$ cat src/hdl/vcip_pkg.sv
package vcip_pkg;

	// ----------------------------------------------------------------
	// Register bus
	// ----------------------------------------------------------------
	localparam int          ADDR_W        = 8;
	localparam int          DATA_W        = 8;
	localparam logic [7:0]  REG_GEN_CTRL  = 8'h1D;
	localparam logic [7:0]  REG_MODE      = 8'h40;
	localparam logic [7:0]  REG_STATUS    = 8'h41;

	// ----------------------------------------------------------------
	// Field layout and reset values
	// ----------------------------------------------------------------
	localparam int          GCR_HS_INV    = 0;
	localparam int          GCR_VS_INV    = 1;
	localparam logic [7:0]  GCR_RESET     = 8'h00;
	localparam int          MODE_LSB      = 0;
	localparam int          MODE_W        = 3;
	localparam int          MODE_PIX_LEG  = 3;
	localparam logic [7:0]  MODE_RESET    = 8'h02;

	// ----------------------------------------------------------------
	// Operating modes
	// ----------------------------------------------------------------
	typedef enum logic [2:0] {
		MODE_SYSTEM  = 3'h0,
		MODE_LEGACY1 = 3'h1,
		MODE_LEGACY2 = 3'h2
	} vcip_mode_t;

	// ----------------------------------------------------------------
	// Pipeline and crossing
	// ----------------------------------------------------------------
	localparam int          PIX_W         = 8;
	localparam int          PIPE_DEPTH    = 3;
	localparam int          SYNC_STAGES   = 2;

	// True in the mode that latches on the legacy dot clock.
	function automatic logic vcip_is_legacy2(input logic [2:0] mode);
		return mode == MODE_LEGACY2;
	endfunction : vcip_is_legacy2

	// True in any mode that may take pixels from the legacy port.
	function automatic logic vcip_is_legacy(input logic [2:0] mode);
		return (mode == MODE_LEGACY1) || (mode == MODE_LEGACY2);
	endfunction : vcip_is_legacy

endpackage : vcip_pkg

$ cat src/hdl/vcip_delay.sv
`timescale 1ns/1ps
module vcip_delay
	import vcip_pkg::*;
#(
	parameter int WIDTH = 1,
	parameter int DEPTH = 3
) (
	// Clock and reset.
	input  wire logic             sys_clk,
	input  wire logic             rstn,
	// Advance strobe and data.
	input  wire logic             shift_en,
	input  wire logic [WIDTH-1:0] d,
	output logic      [WIDTH-1:0] q
);

	logic [WIDTH-1:0] stage_r [DEPTH];

	// -------------------------------------------------------------
	// Delay line that advances once per latching edge of the link.
	// -------------------------------------------------------------
	always_ff @(posedge sys_clk or negedge rstn) begin
		if (!rstn) begin
			for (int i = 0; i < DEPTH; i++) begin
				stage_r[i] <= '0;
			end
		end else if (shift_en) begin
			stage_r[0] <= d;
			for (int i = 1; i < DEPTH; i++) begin
				stage_r[i] <= stage_r[i-1];
			end
		end
	end

	assign q = stage_r[DEPTH-1];

endmodule : vcip_delay

$ cat src/hdl/vcip_sync.sv
`timescale 1ns/1ps
module vcip_sync
	import vcip_pkg::*;
#(
	parameter int WIDTH = 1
) (
	// Clock and reset.
	input  wire logic             sys_clk,
	input  wire logic             rstn,
	// Asynchronous inputs and their synchronised copies.
	input  wire logic [WIDTH-1:0] async_in,
	output logic      [WIDTH-1:0] sync_out
);

	logic [WIDTH-1:0] meta_r;

	// -------------------------------------------------------------
	// Two flip-flops; the first is read only by the second.
	// -------------------------------------------------------------
	always_ff @(posedge sys_clk or negedge rstn) begin
		if (!rstn) begin
			meta_r   <= '0;
			sync_out <= '0;
		end else begin
			meta_r   <= async_in;
			sync_out <= meta_r;
		end
	end

endmodule : vcip_sync

$ cat src/hdl/vcip_top.sv
`timescale 1ns/1ps
module vcip_top
	import vcip_pkg::*;
#(
	parameter int PIPE_D = PIPE_DEPTH
) (
	// Clock and reset.
	input  wire logic              sys_clk,
	input  wire logic              rstn,

	// Register port.
	input  wire logic [ADDR_W-1:0] reg_addr,
	input  wire logic [DATA_W-1:0] reg_wdata,
	input  wire logic              reg_wr,
	input  wire logic              reg_rd,
	output logic      [DATA_W-1:0] reg_rdata,

	// Link clocks from the pins.
	input  wire logic              loop_clk_in,
	input  wire logic              legacy_dot_clk_in,

	// System controller video controls and pixels.
	input  wire logic              sys_blank_n,
	input  wire logic              sys_hsync_in,
	input  wire logic              sys_vsync_in,
	input  wire logic [PIX_W-1:0]  sys_pixel_port,

	// Legacy controller video controls and pixels.
	input  wire logic              legacy_blank_n,
	input  wire logic              legacy_hsync_in,
	input  wire logic              legacy_vsync_in,
	input  wire logic [PIX_W-1:0]  legacy_pixel_port,

	// Memory shift clock control.
	input  wire logic              split_transfer_flag,
	output logic                   shift_clk_out,

	// Toward the converters and the sync pins.
	output logic                   dac_blank_n,
	output logic [PIX_W-1:0]       dac_pixel,
	output logic                   hsync_output,
	output logic                   vsync_output
);

	// ----------------------------------------------------------------
	// Declarations
	// ----------------------------------------------------------------
	localparam int PIN_W = 2 + 3 + PIX_W + 3 + PIX_W + 1;
	localparam int PIPE_W = 3 + PIX_W;

	logic [DATA_W-1:0] gen_ctrl_r;
	logic [DATA_W-1:0] mode_r;
	logic [DATA_W-1:0] rdata_nxt;
	logic [PIN_W-1:0]  pins_async;
	logic [PIN_W-1:0]  pins_sync;

	logic              loop_clk_s;
	logic              dot_clk_s;
	logic              sys_blank_s;
	logic              sys_hs_s;
	logic              sys_vs_s;
	logic [PIX_W-1:0]  sys_pix_s;
	logic              leg_blank_s;
	logic              leg_hs_s;
	logic              leg_vs_s;
	logic [PIX_W-1:0]  leg_pix_s;
	logic              split_flag_s;

	logic              loop_clk_prev_r;
	logic              dot_clk_prev_r;
	logic              loop_rise;
	logic              dot_rise;
	logic              capture;

	logic [2:0]        cur_mode;
	logic              legacy2;
	logic              use_leg_pix;
	logic              sel_blank_n;
	logic              sel_hs;
	logic              sel_vs;
	logic [PIX_W-1:0]  sel_pix;
	logic [PIPE_W-1:0] pipe_in;
	logic [PIPE_W-1:0] pipe_out;
	logic              pipe_blank_n;
	logic              pipe_hs;
	logic              pipe_vs;
	logic [PIX_W-1:0]  pipe_pix;

	logic              dac_blank_n_r;
	logic [PIX_W-1:0]  dac_pixel_r;
	logic              hsync_r;
	logic              vsync_r;
	logic              shift_clk_r;
	logic              shift_clk_nxt;

	// ----------------------------------------------------------------
	// Pin synchronisers
	// ----------------------------------------------------------------

	// Every link pin is brought onto sys_clk before any logic looks at it; the register port is used directly.
	// The link clocks pass the same two stages as the data, so a word
	// and the edge that latches it see equal latency.
	// Limitation: a pin that changes within about one sys_clk period of
	// its link edge may land on either side, so the controller must keep
	// its data steady around the latching edge.
	assign pins_async = {loop_clk_in, legacy_dot_clk_in,
		sys_blank_n, sys_hsync_in, sys_vsync_in, sys_pixel_port,
		legacy_blank_n, legacy_hsync_in, legacy_vsync_in, legacy_pixel_port,
		split_transfer_flag};

	vcip_sync #(
		.WIDTH    (PIN_W)
	) u_pin_sync (
		.sys_clk  (sys_clk),
		.rstn     (rstn),
		.async_in (pins_async),
		.sync_out (pins_sync)
	);

	// Unpack the synchronised pins in the same order they were packed.
	assign {loop_clk_s, dot_clk_s,
		sys_blank_s, sys_hs_s, sys_vs_s, sys_pix_s,
		leg_blank_s, leg_hs_s, leg_vs_s, leg_pix_s,
		split_flag_s} = pins_sync;

	// ----------------------------------------------------------------
	// Register file
	// ----------------------------------------------------------------

	// Writes take effect on the strobe edge; unmapped writes are dropped.
	// Software never waits: the output stage sees a write on the very
	// next cycle.
	always_ff @(posedge sys_clk or negedge rstn) begin
		if (!rstn) begin
			gen_ctrl_r <= GCR_RESET;
			mode_r     <= MODE_RESET;
		end else if (reg_wr) begin
			if (reg_addr == REG_GEN_CTRL) begin
				gen_ctrl_r <= reg_wdata;
			end else if (reg_addr == REG_MODE) begin
				mode_r     <= reg_wdata;
			end
		end
	end

	// Read decode; unmapped addresses and idle cycles read as zero.
	always_comb begin
		rdata_nxt = '0;
		if (reg_rd) begin
			if (reg_addr == REG_GEN_CTRL) begin
				rdata_nxt = gen_ctrl_r;
			end else if (reg_addr == REG_MODE) begin
				rdata_nxt = mode_r;
			end else if (reg_addr == REG_STATUS) begin
				rdata_nxt = {2'h0, shift_clk_r, legacy2, use_leg_pix,
					dac_blank_n_r, vsync_r, hsync_r};
			end
		end
	end

	// Read data stand for exactly the cycle after the strobe.
	always_ff @(posedge sys_clk or negedge rstn) begin
		if (!rstn) begin
			reg_rdata <= '0;
		end else begin
			reg_rdata <= rdata_nxt;
		end
	end

	// ----------------------------------------------------------------
	// Mode decode
	// ----------------------------------------------------------------

	// The source is recomputed every cycle, so a mode write switches it
	// at once; words already in the pipeline drain out unchanged.
	assign cur_mode    = mode_r[MODE_LSB +: MODE_W];
	assign legacy2     = vcip_is_legacy2(cur_mode);
	assign use_leg_pix = vcip_is_legacy(cur_mode) && mode_r[MODE_PIX_LEG];

	// ----------------------------------------------------------------
	// Latching edge of the active link clock
	// ----------------------------------------------------------------

	// Previous samples for rising edge detection.
	// They reset low, the idle level of a stopped link clock, so no false
	// capture follows reset.
	always_ff @(posedge sys_clk or negedge rstn) begin
		if (!rstn) begin
			loop_clk_prev_r <= 1'b0;
			dot_clk_prev_r  <= 1'b0;
		end else begin
			loop_clk_prev_r <= loop_clk_s;
			dot_clk_prev_r  <= dot_clk_s;
		end
	end

	assign loop_rise = loop_clk_s && !loop_clk_prev_r;
	assign dot_rise  = dot_clk_s && !dot_clk_prev_r;

	// Legacy mode 2 latches on the dot clock, all others on the loop clock.
	assign capture = legacy2 ? dot_rise : loop_rise;

	// ----------------------------------------------------------------
	// Source selection
	// ----------------------------------------------------------------

	// Blank and sync come from one set or the other, never mixed.
	// Splitting the choice would let a mode write pair one controller's
	// blank with the other's sync.
	always_comb begin
		if (legacy2) begin
			sel_blank_n = leg_blank_s;
			sel_hs      = leg_hs_s;
			sel_vs      = leg_vs_s;
		end else begin
			sel_blank_n = sys_blank_s;
			sel_hs      = sys_hs_s;
			sel_vs      = sys_vs_s;
		end
	end

	// The legacy port feeds one pixel per latching edge with no multiplexing.
	assign sel_pix = use_leg_pix ? leg_pix_s : sys_pix_s;

	// ----------------------------------------------------------------
	// Pixel pipeline
	// ----------------------------------------------------------------

	// One delay line carries blank, sync and pixel together, so the
	// controls can never slip against the pixel of the same clock.
	// Latency: a word latched on edge k leaves the line after PIPE_D
	// latching edges and one more sys_clk through the output register.
	assign pipe_in = {sel_blank_n, sel_hs, sel_vs, sel_pix};

	vcip_delay #(
		.WIDTH    (PIPE_W),
		.DEPTH    (PIPE_D)
	) u_pipe (
		.sys_clk  (sys_clk),
		.rstn     (rstn),
		.shift_en (capture),
		.d        (pipe_in),
		.q        (pipe_out)
	);

	assign {pipe_blank_n, pipe_hs, pipe_vs, pipe_pix} = pipe_out;

	// ----------------------------------------------------------------
	// Converter and sync outputs
	// ----------------------------------------------------------------

	// Registered outputs; polarity inversion is applied after the delay
	// so a control write flips the pin without waiting for the pipeline.
	// Reset leaves the converters blanked until real data fill the line.
	always_ff @(posedge sys_clk or negedge rstn) begin
		if (!rstn) begin
			dac_blank_n_r <= 1'b0;
			dac_pixel_r   <= '0;
			hsync_r       <= 1'b0;
			vsync_r       <= 1'b0;
		end else begin
			dac_blank_n_r <= pipe_blank_n;
			dac_pixel_r   <= pipe_pix;
			hsync_r       <= pipe_hs ^ gen_ctrl_r[GCR_HS_INV];
			vsync_r       <= pipe_vs ^ gen_ctrl_r[GCR_VS_INV];
		end
	end

	assign dac_blank_n  = dac_blank_n_r;
	assign dac_pixel    = dac_pixel_r;
	assign hsync_output = hsync_r;
	assign vsync_output = vsync_r;

	// ----------------------------------------------------------------
	// Memory shift clock
	// ----------------------------------------------------------------

	// Outside blank the shift clock follows the loop clock; during blank
	// it is held low except for split transfer pulses, which pass through.
	// The gate uses the delayed blank so it matches what the converters see.
	// Limitation: the copy is sampled on sys_clk, so its edges carry up to
	// one sys_clk period of jitter plus the synchroniser latency.
	// The pin is registered so it never glitches when blank and the loop
	// clock change in the same cycle.
	always_comb begin
		if (pipe_blank_n) begin
			shift_clk_nxt = loop_clk_s;
		end else begin
			shift_clk_nxt = split_flag_s;
		end
	end

	always_ff @(posedge sys_clk or negedge rstn) begin
		if (!rstn) begin
			shift_clk_r <= 1'b0;
		end else begin
			shift_clk_r <= shift_clk_nxt;
		end
	end

	assign shift_clk_out = shift_clk_r;

endmodule : vcip_top
$ cat config.mk
export PLATFORM = sky130hd
export DESIGN_NAME = vcip_top
export DESIGN_NICKNAME = d
export VERILOG_FILES = /design/src/hdl/vcip_pkg.sv /design/src/hdl/vcip_delay.sv /design/src/hdl/vcip_sync.sv /design/src/hdl/vcip_top.sv
export SDC_FILE = /design/constraint.sdc
export NUM_CORES = 1
export LEC_CHECK = 0
export ABC_AREA = 1
export BUFFER_PORTS_ARGS = -buffer_cell sky130_fd_sc_hd__buf_4
export CAP_MARGIN = 20
export CORE_ASPECT_RATIO = 1.2
export CORE_MARGIN = 2
export CORE_UTILIZATION = 30
export CTS_BUF_LIST = sky130_fd_sc_hd__clkbuf_16
export DETAILED_ROUTE_END_ITERATION = 12
export GPL_ROUTABILITY_DRIVEN = 0
export GPL_TIMING_DRIVEN = 0
export HOLD_SLACK_MARGIN = 0.12
export SYNTH_ARGS = -nofsm -noshare
export SYNTH_HDL_FRONTEND = slang
export SYNTH_HIERARCHICAL = 1
export SYNTH_SLANG_ARGS = --single-unit
$ cat constraint.sdc
create_clock -name sys_clk -period 1.8 [get_ports sys_clk]
set_input_delay 0.27 -clock sys_clk [delete_from_list [all_inputs] [get_ports sys_clk]]
set_output_delay 0.27 -clock sys_clk [all_outputs]
set_load 0.02 [all_outputs]
==> key figures, run 1 <==
Global route
  • First-pass GRT wire length: 14.2 mm
  • Total global-route track usage: 11.5%
  • Largest net degree at the start of global routing: 71
  • Total grt overflow: 0
  • Antenna violations before repair: 0
  • Vias in the first global route: 3114

Yosys
  • Yosys cell types: 28
  • Post-synthesis mux area share: 0.252%
  • Synth cell count leaders: 163 x nand2_1, 120 x dfrtp_1, 37 x nand3_1
  • Top FF cell, synth: dfrtp_1
  • Area fraction in compound gates after synthesis: 0.839%
  • Share of the synthesized area in the top cell type: 67.1%
  • Asr flop ratio synth: 100%
  • Sequential share of the synthesized area: 67.7%
  • Synth top area cells: dfrtp_1 67%, nand2_1 14%, nand3_1 4.1%, buf_4 2.5%, nand2_2 2.2%
  • Syn nets: 463
  • Post-Synth XOR/XNOR Area: 0.391%
  • YS warnings: 6
  • Post-Synthesis Cells: 418
  • Cell taking the most area after synthesis: dfrtp_1
  • Synth Cell Area: 0.00448 mm2
  • Register bit total from synthesis: 121
  • Adder-cell share of the synthesized area: 0%
  • Main combinational cell family by area after synthesis: simple AND/OR/NAND/NOR gates
  • Most common cell in the netlist: nand2_1
  • Number of flops mapped to enable cells by yosys: 0
  • Simple-gate area share of the yosys netlist: 24.4%
  • Syn Area/Cell: 10.7 um2

Min path
  • Worst hold path depth: 3
  • Hold crit path type: in -> reg
  • Hold Path End: gen_ctrl_r[3]
  • Hold Crit Start: reg_wdata[3]

Final layout
  • Share of cells above drive strength 1: 28.4%
  • Layout net count: 578
  • Area grow syn2layout: 36.7%
  • Cell area after layout: 0.00612 mm2
  • Core Util, Final: 42.3%
  • ANT cells: 0
  • Sequential Area: 0.00303 mm2
  • Area of the multi-input gates: 0.00117 mm2
  • # fillers: 1407

Setup path
  • Crit path DAT: 1.98 ns
  • CP Data Required Time: 2.09 ns
  • Crit Path Class: reg -> reg
  • Max incr delay on CP: 0.55 ns
  • FF-to-FF End: u_pipe/q[4]
  • Critical path fanouts, max: 10
  • CP Capture Type: register
  • CP Cell Sequence: nand2_2 -> nor2_4 -> inv_2 -> nor2_1 -> nand2_1 -> o21ai_2 -> buf_6 -> inv_8 -> buf_8 -> nand2_2 -> nand2_1
  • Crit path launch type: register
  • Internal reg-to-reg setup slack: 0.11 ns
  • Reg2reg start: mode_r[1]
  • CP startpoint: mode_r[1]
  • FF-to-FF path depth: 11
  • Critical path's slowest cell: dfstp_2

Place
  • Buffers on Ports: 63
  • Final HPWL DP: 5.59 mm
  • Worst slack, placed: -0.0621 ns
  • Post-DP Area: 0.00523 mm2

Clock tree
  • Sinks on Clock Net: 121
  • Total CTS buffers: 17
  • Clock Tree Root: clkbuf_16
  • CTS tree: yes
  • Worst-path clk slew: 0.05 ns
  • Max clock buf depth: 2
  • Worst-skew pair later-pin latency: 0.40 ns
  • Clock H-tree levels: 4

Timing
  • Worst hold slack: 0.132 ns
  • Final period utilization: 93.9%
  • Fin worst setup slack: 0.110 ns
  • Slew @ Worst Pin: 0.452 ns
  • Headroom to the max-slew limit: 69.9%
  • Final setup vio count: 0
  • Fmax: 592 MHz
  • Hold Fails Final Rpt: 0
  • Fin Clk Skew: 0.00619 ns
  • Fin. max-slew vios: 0
  • Fin crit period: 1.69 ns

Route
  • DR vias: 3027
  • Routed WL: 8.31 mm
  • Final ANT Viol Nets: 0
  • DR vias/cell: 4.07
  • DR pass1 iterations: 4
  • Starting DRT DRC Count: 131
  • Drt drc: 0
  • Wirelength per Cell: 11.2 um

Pwr
  • Pwr dens: 1140 mW/mm2
  • Leakage: 0.00318 uW
  • Combinational fraction of design power: 9.6%
  • Sw Share: 22.2%
  • Power Total: 6970 uW
  • Power Internal: 5420 uW
  • Net Sw Power: 1540 uW
  • Flop pwr share: 44.4%
  • Maximum VDD drop: 576 uV
  • Clock share of power: 46.0%

Floorplan
  • Rows: 48
  • Initial Util: 30.9%
  • Total core area: 0.0145 mm2
  • Io pins: 65
  • Die width: 116 um
  • DIE AREA: 0.0159 mm2
  • Die H: 138 um

Outcome
  • Status: finished, final reports clean

Flow run
  • Max-Cap Viols: 0
==> cells in the final DEF (no fill, tap or decap), types with 2 or more instances in the layout <==
cell           Yosys  routed
buf_2              2       2
buf_6              6       7
nor2_1             8       8
clkbuf_16          0      17
nand3_2            2       2
o21ai_0            2       2
inv_2              2       3
o21ai_2            1       2
buf_4             15      79
inv_1             16      15
xor2_1             2       2
dfrtp_1          120     120
clkinv_2           0       5
nand4_1            8       8
nand2_1          163     162
dlygate4sd3_1      0      30
bufinv_16          0       3
nand2_2           16      17
nand3_1           37      37
clkinv_1           0       3
nor2_4             2       3
nor2_2             5       4
==> metal layers <==
| metal | up-vias | wire, um | track usage, % |
|---|---|---|---|
| li1 | 1528 | - | - |
| met1 | 1421 | 3400 | 13.0 |
| met2 | 63 | 4300 | 19.4 |
| met3 | 15 | 454 | 3.56 |
| met4 | 0 | 147 | 5.89 |
| met5 | - | 0 | 0 |
==> logic make-up (layout without fill, tap and decap cells) <==
group | Yosys count | in the layout
xor+xnor | 2 | 2
mux | 1 | 1
simple gates | 244 | 244
buf+inv | 44 | 169
flops | 121 | 121
compound gates | 6 | 6
==> power by group through the flow <==
stage / Combinational [uW] / Sequential [uW] / Clock [uW]
2_1_floorplan: 283 / 3170 / 0
3_3_place_gp: 602 / 3130 / 0
3_5_place_dp: 627 / 3140 / 0
4_1_cts: 681 / 3090 / 3290
5_1_grt: 748 / 3120 / 3420
6_report: 670 / 3090 / 3200
==> area by class of cell <==
cell class              count  area share, %
repair buffers             96           13.4
multi-input cells         253           19.1
clock buffers              17           6.95
inverters                  20           1.39
clock inverters            12           2.21
plain buffers              24           3.35
well taps                 200           4.09
flip-flops and latches    121           49.5
==> worst max-delay path: cells and delay by family, from the launching register on <==
| kind | cells | cell delay, ns |
|---|---|---|
| compound gates | 1 | 0.06 |
| buf+inv | 4 | 0.43 |
| flops | 1 | 0.55 |
| simple gates | 6 | 0.54 |
==> worst max path at each step <==
stage	endpoint
5_1_grt	u_pipe/stage_r[19]
2_1_floorplan	u_pipe/q[0]
3_5_place_dp	u_pipe/stage_r[25]
6_report	u_pipe/q[4]
3_3_place_gp	u_pipe/q[6]
4_1_cts	u_pipe/q[4]
==> through the flow <==
stage	TNS, ns	instances
floorplan	0	418
global placement	-0.366	681
detailed placement	-1.52	682
CTS	0	741
global route	-0.0242	743
finish	0	743
==> timing repair <==
item / in CTS / in global routing
resized for setup: 1 / 3
buffers inserted: 0 / 2
endpoints found under the setup margin: 30 / 32
pin swaps: 0 / 1
endpoints found under the hold margin: 81 / 0
hold buffers: 30 / 0
==> registers in the layout, summed over array words and instances, names as in the netlist <==
register / flops
shift_clk_out: 1
dot_clk_prev_r: 1
vsync_output: 1
reg_rdata: 8
u_pin_sync/sync_out: 25
u_pipe/q: 11
mode_r: 8
u_pin_sync/meta_r: 25
u_pipe/stage_r: 22
dac_pixel: 8
dac_blank_n: 1
hsync_output: 1
loop_clk_prev_r: 1
gen_ctrl_r: 8
(Power assumes the default switching activity.)
==> run 2: changes to the inputs <==
Settings changed: CORE_UTILIZATION 30 to 50, PLACE_DENSITY set to 0.71.
==> run 2 against run 1 <==
Clock power about the same. Final area down 1.2%. First-iteration DRC count up 130%. Count of clock-buffer cells in the layout unchanged. Critical path type unchanged. Setup slack better by 0.042 ns.
==> key figures, run 2 (synthesis results as in run 1) <==
Clock tree
  • Clock Tree Root: clkbuf_16
  • Worst-skew pair later-pin latency: 0.40 ns
  • Sinks on Clock Net: 121
  • Total CTS buffers: 17
  • Max clock buf depth: 2
  • Worst-path clk slew: 0.05 ns
  • Clock H-tree levels: 4
  • CTS tree: yes

Pwr
  • Power Total: 6960 uW
  • Flop pwr share: 44.4%
  • Clock share of power: 46.0%
  • Leakage: 0.00318 uW
  • Sw Share: 23.3%
  • Power Internal: 5340 uW
  • Maximum VDD drop: 764 uV
  • Net Sw Power: 1620 uW
  • Combinational fraction of design power: 9.6%
  • Pwr dens: 1150 mW/mm2

Floorplan
  • Die H: 108 um
  • Total core area: 0.00866 mm2
  • Initial Util: 51.7%
  • Die width: 90.4 um
  • DIE AREA: 0.00973 mm2
  • Rows: 37
  • Io pins: 65

Setup path
  • CP Data Required Time: 2.08 ns
  • CP Cell Sequence: nand2_2 -> nor2_4 -> inv_2 -> nor2_1 -> nand2_1 -> o21ai_1 -> buf_6 -> inv_8 -> buf_6 -> nand2_1 -> nand2_1
  • Crit path launch type: register
  • Internal reg-to-reg setup slack: 0.15 ns
  • Critical path fanouts, max: 10
  • CP Capture Type: register
  • Max incr delay on CP: 0.56 ns
  • Most common cell on crit path: nand2_1
  • FF-to-FF End: u_pipe/stage_r[13]
  • Crit Path Class: reg -> reg
  • Crit path DAT: 1.93 ns
  • FF-to-FF path depth: 11
  • Reg2reg start: mode_r[1]
  • Critical path's slowest cell: dfstp_2

Final layout
  • Commonest non-fill, non-tap cell in the layout: nand2_1
  • Cell area after layout: 0.00604 mm2
  • Layout net count: 580
  • Area grow syn2layout: 35.0%
  • Non-Filler Instances: 665
  • Commonest cells after routing, fill and taps aside: 162 x nand2_1, 120 x dfrtp_1, 80 x buf_4, 37 x nand3_1, 32 x dlygate4sd3_1
  • Share of cells above drive strength 1: 28.5%
  • ANT cells: 0
  • # fillers: 621
  • Largest regs: u_pin_sync/meta_r: 25 flops, u_pin_sync/sync_out: 25 flops, u_pipe/stage_r: 22 flops

Flow run
  • Max-Cap Viols: 0

Global route
  • Total grt overflow: 0
  • First-pass GRT wire length: 13.6 mm
  • Largest net degree at the start of global routing: 72
  • Total global-route track usage: 18.1%
  • Vias in the first global route: 3101
  • Antenna violations before repair: 0

Timing
  • Fin Clk Skew: 0.00782 ns
  • Fin crit period: 1.65 ns
  • Fmax: 607 MHz
  • Fin worst setup slack: 0.152 ns
  • Slew @ Worst Pin: 0.624 ns
  • Final setup vio count: 0
  • Hold Fails Final Rpt: 0
  • Unrepaired setup endpoints after global routing: no
  • Setup_tns: 0 ns
  • Fin. max-slew vios: 0
  • Final period utilization: 91.5%
  • Headroom to the max-slew limit: 58.4%

Place
  • Final HPWL DP: 4.85 mm
  • Buffers on Ports: 63
  • Post-DP Area: 0.00512 mm2
  • Placed insts: 599
  • Worst slack, placed: -0.0348 ns

Route
  • Starting DRT DRC Count: 305
  • Final ANT Viol Nets: 0
  • DR vias/cell: 4.62
  • Routed WL: 7.78 mm
  • Drt drc: 0
  • Wirelength per Cell: 11.7 um
  • DR pass1 iterations: 4
  • DR vias: 3073

Min path
  • Hold Crit Start: reg_rd
  • Worst hold path depth: 3
  • Hold crit path type: in -> reg
  • Hold Path End: reg_rdata[4]

Outcome
  • Status: finished, final reports clean
## run 2: cell count changes in the layout (fill, tap and decap cells not counted), sizes merged
cell         change
inv              +4
clkinv           -3
clkinvlp         +3
dlygate4sd3      +2
bufinv           -1
## run 2: per-layer routing
metal / GRT usage, % / share of wire, % / vias up
met3: 5.18 / 3.3 / 10
li1: - / - / 1542
met2: 31.1 / 52 / 82
met1: 20.3 / 42 / 1439
met4: 10.0 / 2.0 / 0
met5: 0 / 0 / -
## run 2: how the worst max path moves through the flow
stage	from	cells past startpoint	slack, ns	to
floorplan	mode_r[1]	11	0.20	u_pipe/q[0]
global placement	mode_r[1]	11	0.006	u_pipe/q[5]
detailed placement	mode_r[1]	11	-0.03	u_pipe/stage_r[31]
CTS	mode_r[1]	11	0.05	u_pipe/stage_r[28]
global route	mode_r[1]	11	0.006	u_pipe/stage_r[13]
finish	mode_r[1]	11	0.15	u_pipe/stage_r[13]
## run 2: power groups by stage
stage | Sequential, uW | Combinational, uW | Clock (uW)
4_1_cts | 3090 | 672 | 3260
6_report | 3090 | 667 | 3200
5_1_grt | 3110 | 744 | 3380
3_3_place_gp | 3120 | 586 | 0
2_1_floorplan | 3170 | 283 | 0
3_5_place_dp | 3130 | 608 | 0
## run 2: worst max-delay path, delay by kind of cell, from the launching register on
family,cells,cell delay [ns]
and+or+nand+nor,6,0.45
AOI/OAI and AO/OA,1,0.09
buffers and inverters,4,0.42
DFF,1,0.56
## run 2: what timing repair did
action                                 4_1_cts  5_1_grt
endpoints found under the hold margin       81        0
pin swaps                                    1        1
resized for setup                            1        2
hold buffers                                32        0
setup endpoints to repair                   31       32
setup buffers                                1        1
## run 2: metrics by stage
step           util [%]  hold WS [ns]
2_1_floorplan         -       -0.0256
3_5_place_dp       59.2         0.315
4_1_cts            69.7         0.125
5_1_grt            69.8         0.142
3_3_place_gp       58.9         0.332
6_report           69.8         0.146
## run 2: final cells by class
class / count / area [um2] / share of cell area (%)
Sequential cell: 121 / 3030 / 50.1
Multi-Input combinational cell: 253 / 1160 / 19.3
Timing Repair Buffer: 98 / 836 / 13.8
Clock buffer: 17 / 425 / 7.04
Buffer: 24 / 205 / 3.40
Clock inverter: 15 / 151 / 2.51
Tap cell: 117 / 146 / 2.42
Inverter: 20 / 85.1 / 1.41
